===== config.mk =====
export PLATFORM = sky130hd
export DESIGN_NAME = legacy_keyboard_port_trap
export DESIGN_NICKNAME = d
export VERILOG_FILES = /design/src/design/kbd_trap_pkg.sv /design/src/design/kbd_access_decode.sv /design/src/design/legacy_keyboard_port_trap.sv
export SDC_FILE = /design/constraint.sdc
export NUM_CORES = 1
export LEC_CHECK = 0
export ABC_AREA = 1
export BUFFER_PORTS_ARGS = -buffer_cell sky130_fd_sc_hd__buf_2
export CORE_ASPECT_RATIO = 1.1
export CORE_MARGIN = 2
export CORE_UTILIZATION = 44
export DETAILED_ROUTE_END_ITERATION = 12
export GPL_TIMING_DRIVEN = 0
export PLACE_DENSITY_LB_ADDON = 0.1
export SLEW_MARGIN = 20
export SYNTH_ARGS = -nofsm -noshare
export SYNTH_HDL_FRONTEND = slang
export SYNTH_SLANG_ARGS = --single-unit

===== constraint.sdc =====
create_clock -name core_clk -period 1.25 [get_ports core_clk]
set_clock_uncertainty 0.15 [all_clocks]
set_input_delay 0.0625 -clock core_clk [delete_from_list [all_inputs] [get_ports core_clk]]
set_output_delay 0.0625 -clock core_clk [all_outputs]
set_load 0.02 [all_outputs]

===== src/design/kbd_trap_pkg.sv =====
// Package with constants, types and register layout for the keyboard port trap.
package kbd_trap_pkg;
   localparam logic [15:0] DATA_PORT_ADDR = 16'h0060;
   localparam logic [15:0] CMD_PORT_ADDR = 16'h0064;
   localparam logic [7:0] GATE_CMD = 8'hD1;
   localparam logic [7:0] GATE_END = 8'hFF;
   // Register offsets on the software port.
   localparam logic [7:0] CFG_OFFSET = 8'hC0;
   localparam logic [7:0] STAT_OFFSET = 8'hC4;
   // Config register field positions.
   localparam int CFG_DATA_RD_BIT = 0;
   localparam int CFG_DATA_WR_BIT = 1;
   localparam int CFG_CMD_RD_BIT = 2;
   localparam int CFG_CMD_WR_BIT = 3;
   localparam int CFG_PSEQ_BIT = 6;
   localparam int CFG_END_SMI_BIT = 7;
   localparam logic [7:0] CFG_RESET = 8'h00;
   localparam logic [3:0] STAT_RESET = 4'h0;
   // Access type index: bit0 data rd, bit1 data wr, bit2 cmd rd, bit3 cmd wr.
   typedef enum {SEQ_IDLE, GATE_SEQ_FIRST, GATE_SEQ_SECOND} seq_state_t;
   typedef struct packed {
      logic valid;
      logic write;
      logic [15:0] addr;
      logic [7:0] data;
   } host_cycle_t;
   typedef struct packed {
      logic [7:0] addr;
      logic [7:0] wdata;
      logic wr;
      logic rd;
   } reg_req_t;
endpackage : kbd_trap_pkg


===== src/design/kbd_access_decode.sv =====
// Decoder that turns a host cycle into one of four keyboard access types.
`timescale 1ns/10ps
`default_nettype none
module kbd_access_decode
   import kbd_trap_pkg::*;
(
   input wire host_cycle_t cyc,
   output logic [3:0] access_type
);
   // One-hot type; zero when the cycle misses both ports.
   always_comb begin
      access_type = 4'h0;
      if (cyc.valid && cyc.addr == DATA_PORT_ADDR) begin
         access_type[CFG_DATA_WR_BIT] = cyc.write;
         access_type[CFG_DATA_RD_BIT] = ~cyc.write;
      end else if (cyc.valid && cyc.addr == CMD_PORT_ADDR) begin
         access_type[CFG_CMD_WR_BIT] = cyc.write;
         access_type[CFG_CMD_RD_BIT] = ~cyc.write;
      end
   end
endmodule // kbd_access_decode
`default_nettype wire


===== src/design/legacy_keyboard_port_trap.sv =====
// Keyboard port trap: access snooping, gate sequencer, chip select and trap interrupt.
`timescale 1ns/10ps
`default_nettype none
//////////////////////////////////////////////////////////////////////////////
// Contract
// - Watch reads and writes to data and command ports as four trap types.
// - Latch every access type into status regardless of its trap enable.
// - Raise trap interrupt before the host cycle is acknowledged ready.
// - Block cycles trapped by bits 3-0 by holding controller select inactive; bit 7 traps pass.
// - Idle plus command write D1h: go first gate, pass, no trap, flag set.
// - Idle keeps idle otherwise; config bits 3,2,1,0 govern per access type.
// - First gate, data write: go second gate, always pass, no trap.
// - First gate, command write D1h: stay, pass, no trap, flag set.
// - First gate, other command write: idle, clear flag, bit 3 or bit 7 trap.
// - First gate, data read: idle, clear flag, bit 0 or bit 7 trap.
// - Gate states, command read: stay, flag kept, trap if bit 2 set.
// - Second gate, command write FFh: idle, pass, clear flag, bit 7 trap.
// - Second gate, other command write: idle, clear flag, bit 3 or bit 7 trap.
// - Second gate, data write: idle, clear flag, bit 1 or bit 7 trap.
// - Second gate, data read: idle, clear flag, bit 0 or bit 7 trap.
// - Pass-sequence flag reads at config offset C0 bit 6.
module legacy_keyboard_port_trap
   import kbd_trap_pkg::*;
(
   input wire logic core_clk,
   input wire logic rstn,
   input wire host_cycle_t host_cyc,
   input wire reg_req_t reg_req,
   output logic [7:0] reg_rdata,
   output logic kbc_chip_select,
   output logic mgmt_trap_interrupt_n,
   output logic host_target_ready
);
   typedef struct packed {
      seq_state_t seq;
      logic pass_sequence_flag;
      logic [7:0] cfg;
      logic [3:0] stat;
      logic [7:0] rdata;
      logic cs;
      logic smi_n;
      logic trdy;
      logic cyc_seen;
   } state_t;

   state_t st_reg;
   state_t st_next;
   logic [3:0] acc;
   logic pass;
   logic trap;
   logic [3:0] en;

   //////////////////////////////////////////////////////////////////////////
   // Access typing is shared combinational logic in a small leaf.
   kbd_access_decode u_decode (
      .cyc(host_cyc),
      .access_type(acc)
   );

   assign en = st_reg.cfg[3:0];

   //////////////////////////////////////////////////////////////////////////
   // Sequencer decision: pass means the cycle goes to the controller, trap
   // means the interrupt fires. Default per-type behaviour follows the enable.
   always_comb begin
      pass = ~|(acc & en);
      trap = |(acc & en);
      st_next = st_reg;
      case (st_reg.seq)
         SEQ_IDLE: begin
            if (acc[CFG_CMD_WR_BIT] && host_cyc.data == GATE_CMD) begin
               st_next.seq = GATE_SEQ_FIRST;
               st_next.pass_sequence_flag = 1'b1;
               pass = 1'b1;
               trap = 1'b0;
            end
         end
         GATE_SEQ_FIRST: begin
            if (acc[CFG_DATA_WR_BIT]) begin
               st_next.seq = GATE_SEQ_SECOND;
               pass = 1'b1;
               trap = 1'b0;
            end else if (acc[CFG_CMD_WR_BIT] && host_cyc.data == GATE_CMD) begin
               pass = 1'b1;
               trap = 1'b0;
            end else if (acc[CFG_CMD_WR_BIT] || acc[CFG_DATA_RD_BIT]) begin
               st_next.seq = SEQ_IDLE;
               st_next.pass_sequence_flag = 1'b0;
               trap = trap | st_reg.cfg[CFG_END_SMI_BIT];
            end
            // Command reads keep state and use the default bit 2 trap.
         end
         GATE_SEQ_SECOND: begin
            if (acc[CFG_CMD_WR_BIT] && host_cyc.data == GATE_END) begin
               st_next.seq = SEQ_IDLE;
               st_next.pass_sequence_flag = 1'b0;
               pass = 1'b1;
               trap = st_reg.cfg[CFG_END_SMI_BIT];
            end else if (acc[CFG_CMD_WR_BIT] || acc[CFG_DATA_WR_BIT]
                         || acc[CFG_DATA_RD_BIT]) begin
               st_next.seq = SEQ_IDLE;
               st_next.pass_sequence_flag = 1'b0;
               trap = trap | st_reg.cfg[CFG_END_SMI_BIT];
            end
            // Command reads fall to the default path here as well.
         end
         default: begin
            st_next.seq = SEQ_IDLE;
            st_next.pass_sequence_flag = 1'b0;
         end
      endcase
      // command reads in gate states leave state and flag alone.

      // Latch all types; enables decide only trap and select, not the status.
      st_next.stat = st_reg.stat | acc;
      if (reg_req.wr && reg_req.addr == STAT_OFFSET) begin
         // Write-one-to-clear; a new access in the same cycle wins.
         st_next.stat = (st_reg.stat & ~reg_req.wdata[3:0]) | acc;
      end
      if (reg_req.wr && reg_req.addr == CFG_OFFSET) begin
         st_next.cfg = reg_req.wdata;
      end

      // Select only for passed cycles; cycles trapped by bits 3-0 never reach the part, bit 7 traps do.
      st_next.cs = (|acc) & pass;
      // Interrupt is raised this edge, ready one edge later, so the
      // processor sees the interrupt before the cycle completes.
      st_next.smi_n = ~((|acc) & trap);
      st_next.cyc_seen = |acc;
      st_next.trdy = st_reg.cyc_seen;

      st_next.rdata = 8'h00;
      if (reg_req.rd) begin
         if (reg_req.addr == CFG_OFFSET) begin
            st_next.rdata = st_reg.cfg;
            st_next.rdata[CFG_PSEQ_BIT] = st_reg.pass_sequence_flag;
         end else if (reg_req.addr == STAT_OFFSET) begin
            st_next.rdata = {4'h0, st_reg.stat};
         end
      end
   end

   //////////////////////////////////////////////////////////////////////////
   // State register; reset gives idle, no flag, no latched source.
   always_ff @(posedge core_clk or negedge rstn) begin
      if (!rstn) begin
         st_reg.seq <= SEQ_IDLE;
         st_reg.pass_sequence_flag <= 1'b0;
         st_reg.cfg <= CFG_RESET;
         st_reg.stat <= STAT_RESET;
         st_reg.rdata <= 8'h00;
         st_reg.cs <= 1'b0;
         st_reg.smi_n <= 1'b1;
         st_reg.trdy <= 1'b0;
         st_reg.cyc_seen <= 1'b0;
      end else begin
         st_reg <= st_next;
      end
   end

   assign reg_rdata = st_reg.rdata;
   assign kbc_chip_select = st_reg.cs;
   assign mgmt_trap_interrupt_n = st_reg.smi_n;
   assign host_target_ready = st_reg.trdy;

   //////////////////////////////////////////////////////////////////////////
   // Checks.
   chk_idle_gate_entry: assert property (@(posedge core_clk) disable iff (!rstn)
      (st_reg.seq == SEQ_IDLE && acc[CFG_CMD_WR_BIT] && host_cyc.data == GATE_CMD)
      |=> (st_reg.seq == GATE_SEQ_FIRST && st_reg.pass_sequence_flag
           && kbc_chip_select && mgmt_trap_interrupt_n))
      else $error("gate entry wrong");
   chk_stat_latch: assert property (@(posedge core_clk) disable iff (!rstn)
      acc[0] |=> st_reg.stat[0]) else $error("data read not latched");
   chk_stat_all_types: assert property (@(posedge core_clk) disable iff (!rstn)
      (|acc) |=> ((st_reg.stat & $past(acc)) == $past(acc)))
      else $error("access type not latched");
   chk_trap_before_ready: assert property (@(posedge core_clk) disable iff (!rstn)
      $fell(mgmt_trap_interrupt_n) |-> !host_target_ready ##1 host_target_ready)
      else $error("ready not after interrupt");
   chk_block_select: assert property (@(posedge core_clk) disable iff (!rstn)
      !mgmt_trap_interrupt_n && st_reg.seq == SEQ_IDLE && $past(st_reg.seq) == SEQ_IDLE
      |-> !kbc_chip_select) else $error("trapped cycle passed");
   chk_first_data_wr: assert property (@(posedge core_clk) disable iff (!rstn)
      (st_reg.seq == GATE_SEQ_FIRST && acc[CFG_DATA_WR_BIT])
      |=> st_reg.seq == GATE_SEQ_SECOND && kbc_chip_select && mgmt_trap_interrupt_n)
      else $error("first gate data write wrong");
   chk_second_end: assert property (@(posedge core_clk) disable iff (!rstn)
      (st_reg.seq == GATE_SEQ_SECOND && acc[CFG_CMD_WR_BIT]
       && host_cyc.data == GATE_END)
      |=> st_reg.seq == SEQ_IDLE && !st_reg.pass_sequence_flag && kbc_chip_select
          && (mgmt_trap_interrupt_n == !$past(st_reg.cfg[CFG_END_SMI_BIT])))
      else $error("sequence end wrong");
   chk_cmd_read_stay: assert property (@(posedge core_clk) disable iff (!rstn)
      (st_reg.seq != SEQ_IDLE && acc[CFG_CMD_RD_BIT])
      |=> $stable(st_reg.seq) && st_reg.pass_sequence_flag
          && (mgmt_trap_interrupt_n == !$past(st_reg.cfg[CFG_CMD_RD_BIT])))
      else $error("command read in gate wrong");
   chk_abort_bit7: assert property (@(posedge core_clk) disable iff (!rstn)
      (st_reg.seq == GATE_SEQ_SECOND && acc[CFG_DATA_RD_BIT]
       && st_reg.cfg[CFG_END_SMI_BIT])
      |=> !mgmt_trap_interrupt_n && st_reg.seq == SEQ_IDLE)
      else $error("abort interrupt missing");
   chk_flag_readback: assert property (@(posedge core_clk) disable iff (!rstn)
      (reg_req.rd && reg_req.addr == CFG_OFFSET)
      |=> reg_rdata[CFG_PSEQ_BIT] == $past(st_reg.pass_sequence_flag))
      else $error("flag readback wrong");
endmodule // legacy_keyboard_port_trap
`default_nettype wire


==> metrics.md <==
| Metric | Value |
|---|---|
| Status | finished with violations |
| Violated checks | negative setup slack |
| Slew at the pin with the worst max-slew slack | 549 ps |
| Worst Path Required | 1340 ps |
| Startpoint Class | flop |
| Final number of setup-violating endpoints | 3 |
| Number of cells produced by synthesis | 209 |
| Number of placed I/O pins | between 50 and 60 |
| Via density per instance | roughly 4.6 |
| Largest net degree at the start of global routing | 27 |
| Area growth syn-to-layout | 39.1% |
| Fraction of the mapped netlist area in simple logic gates | a little over a third |
| Vias in the first global route | roughly 1400 |
| Area of the die | 0.00397 mm2 |
| Kind of end point of the critical path | flop |
| Sequential Power Share | a little over half |
| Flip-flop and latch count after synthesis | 26 |
| Logic gate share of total power | around an eighth |
| Number of antenna violations at the first check in global routing | 0 |
| Length of routed wiring on met1 | 1450 um |
| Synth cell types | 27 |
| PnR Total Power | about 1.6 mW |
| Number of CTS-inserted buffers | 3 |
| Total nets after synthesis | about 260 |
| Cell chain of the critical path | inv_1 > nor2_1 > nor2_2 > nand2_4 > nand2_1 > nand2_1 > nand3_1 > nor2_1 > nor2_1 |
| Layout net count | 333 |
| Clock Root Buffer | sky130_fd_sc_hd__clkbuf_4 |
| Largest cells by area after synthesis | sky130_fd_sc_hd__dfrtp_1 (41%), sky130_fd_sc_hd__nor2_1 (10%), sky130_fd_sc_hd__inv_1 (8.3%), sky130_fd_sc_hd__nand2_1 (7.6%), sky130_fd_sc_hd__nand3_1 (4.6%) |
| Async S/R FF share, synth | 100% |
| Crit path DAT | between 1000 and 1500 ps |
| CTS Buffer Depth | 2 |
| Share of synthesized cell area in full adder, half adder and majority cells | 0% |
| DRC | 0 |
| Synth Area in XOR/XNOR | 0% |
| Detailed-route wire length per cell | around 9.7 um |
| Overall die width | about 60 um |
| Most instantiated library cell after synthesis | sky130_fd_sc_hd__nor2_1 |
| DP HPWL | around 2500 um |
| Placed instance area | between 0.0015 and 0.002 mm2 |
| Placed Cells | roughly 310 |
| Die Height | approximately 66 um |
| CTS sink count | 26 |
| Starting density of the core | between 40% and 50% |
| Combinational family with the most area after synthesis | simple AND/OR/NAND/NOR gates |
| Maximum fanout along the worst path | 5 |
| Drt first-iter violations | 20 |
| CTS tree | built |
| Clock slew at reported path FFs | around 140 ps |
| Met3 routed wirelength | between 100 and 150 um |
| Critical Path Slowest Stage Cell | sky130_fd_sc_hd__dfrtp_1 |
| Non-filler cells, final | about 330 |
| Switching part of the total power | a little over a fifth |
| Core Footprint | approximately 0.0033 mm2 |
| Maximum operating frequency | ~770 MHz |
| Summed area of non-filler cells in the final layout | 0.00213 mm2 |
| Number of flip-flops under the largest register name | 10 |
| Avg Synthesized Cell Area | 7.34 um2 |
| Routability congestion estimate | 0.820 |
| Fin. Hold Viols | 0 |
| Critical path's most frequent cell | sky130_fd_sc_hd__nor2_1 |
| Wire length of the first global-routing pass | between 5000 and 6000 um |
| Proportion of layout cells with a drive suffix above 1 | 35.0% |
| Max-slew headroom | between 60 and 70% |
| CTS H-tree lvls | 1 |
| Mapped cell area | 0.00153 mm2 |
| Path type of the worst min-delay path | input pin to flop |
| GRT Resource Usage Total | 17.5% |
| Sequential area share after synthesis | a little over two fifths |
| Synthesis warning total | 0 |
| Power density over the cells | 761 mW/mm2 |
| Overall overflow remaining after global route | 0 |
| Crit share post-route | 104% |
| Port buffer count | 55 |
| Met2 WL post-DR | about 1600 um |
| Post-synthesis cell type with the largest combined area | sky130_fd_sc_hd__dfrtp_1 |
| Biggest cell delay along the critical path | between 400 and 500 ps |
| Classification of the worst setup path | flop to flop |
| Multiplexer share of the synthesized area | 0% |
| First drt pass iteration count | 4 |
| Vias after detailed routing | around 1500 |
| Most used DFF post-synth | sky130_fd_sc_hd__dfrtp_1 |
| Routed Wire Length | 3230 um |
| Leakage power summed over all cells | roughly 1.1 nW |
| Top post-synthesis cells by count | sky130_fd_sc_hd__nor2_1 (41), sky130_fd_sc_hd__inv_1 (34), sky130_fd_sc_hd__nand2_1 (31), sky130_fd_sc_hd__dfrtp_1 (25), sky130_fd_sc_hd__nand3_1 (14) |
| Peak supply drop | around 0.33 mV |
| Count of final max-slew check failures | 0 |
| Min Clock Period, post-route | about 1300 ps |
| Part of the power in the clock network | between 30 and 40% |
| Top Layer Used | met4 |
| Setup ws final | -53.1 ps |
| Compound-gate portion of the synthesized area | ~8.5% |
| Switch Pwr | ~0.35 mW |
| Yosys top cell area share | 40.8% |
| RSZ-0062 raised after global routing | yes |
| Diode count | 0 |
| Number of synthesized flops with an enable pin | 0 |
| Internal power component | roughly 1.3 mW |
| Post-route antenna net violation count | 0 |
| Number of maximum-capacitance violations | 0 |
| Row Count | 22 |
| Worst-skew pair later-pin latency | about 320 ps |
| Filler Cell Count | roughly 290 |
[power groups by stage]
| stage | Sequential, mW | Clock (mW) | Combinational [mW] |
|---|---|---|---|
| after floorplan | 0.871 | 0 | 0.0672 |
| after global placement | 0.872 | 0 | 0.175 |
| after detailed placement | 0.873 | 0 | 0.176 |
| after CTS | 0.857 | 0.570 | 0.206 |
| after global routing | 0.858 | 0.605 | 0.238 |
| final | 0.857 | 0.557 | 0.209 |
[path summary, 6_finish.rpt]
path,slack (ps),cells past startpoint,start,end
min in group asynchronous,90,2,rstn,reg_rdata[0]$_DFF_PN0_
worst min-delay path,8,5,reg_req[13],reg_rdata[0]$_DFF_PN0_
max in group asynchronous,460,2,rstn,mgmt_trap_interrupt_n$_DFF_PN1_
worst min register to register,220,0,st_next[1]$_DFF_PN0_,host_target_ready$_DFF_PN0_
worst max register to register,-50,9,en[1]$_DFFE_PN0P_,kbc_chip_select$_DFF_PN0_
worst max-delay path,-50,9,en[1]$_DFFE_PN0P_,kbc_chip_select$_DFF_PN0_
[routing by layer]
metal	vias to the layer above	GRT usage [%]
li1	811	-
met1	680	21.5
met2	40	31.0
met3	4	1.76
met4	0	6.11
met5	-	0
[logic make-up (layout without fill, tap and decap cells)]
| logic type | count (synthesis) | after routing |
|---|---|---|
| flops | 26 | 26 |
| simple gates | 115 | 115 |
| buf+inv | 44 | 121 |
| compound gates | 24 | 24 |
[placed cells by master (no fill, tap or decap), drive strengths merged, types with 2 or more instances in the layout]
cell type / synthesis / final
nand3: 15 / 15
nor4: 2 / 2
buf: 8 / 69
nand4: 11 / 11
nand2: 36 / 36
nor2: 47 / 47
dfrtp: 25 / 25
nor3: 2 / 2
a21oi: 5 / 5
clkbuf: 1 / 3
inv: 34 / 34
dlygate4sd3: 0 / 13
o21ai: 15 / 15
[per-stage QoR]
stage          hold WS, ps  TNS, ps  utilization (%)  worst slack, ps
3_5_place_dp         -70.4    -2660             56.3             -318
5_1_grt               48.5     -423             64.0             -182
3_3_place_gp         -66.6    -2490             56.3             -304
4_1_cts              -23.2    -75.7             62.4            -37.1
6_report              8.30     -110             64.0            -53.1
2_1_floorplan         -383    -25.4                -            -25.4
[timing repair]
action | 4_1_cts | 5_1_grt
endpoints found under the hold margin | 43 | 0
hold buffers | 13 | 0
endpoints found under the setup margin | 3 | 10
gates resized for setup | 7 | 6
buffers inserted | 1 | 5
pin swaps | 4 | 4
[critical path, delay by kind of cell (launching register included)]
family / cells / cell delay [ps]
buffers and inverters: 1 / 80
DFF: 1 / 410
and+or+nand+nor: 8 / 580
[cell type report]
cell class	instances	area [um2]	area share [%]
buffer	8	60.1	2.82
clock inverter	1	30.0	1.41
clock buffer	3	22.5	1.06
timing repair buffer	74	450	21.1
inverter	35	131	6.16
tap	48	60.1	2.82
multi-input combinational	139	727	34.1
sequential	26	652	30.6
No activity file was read; power rests on OpenSTA's default activity.
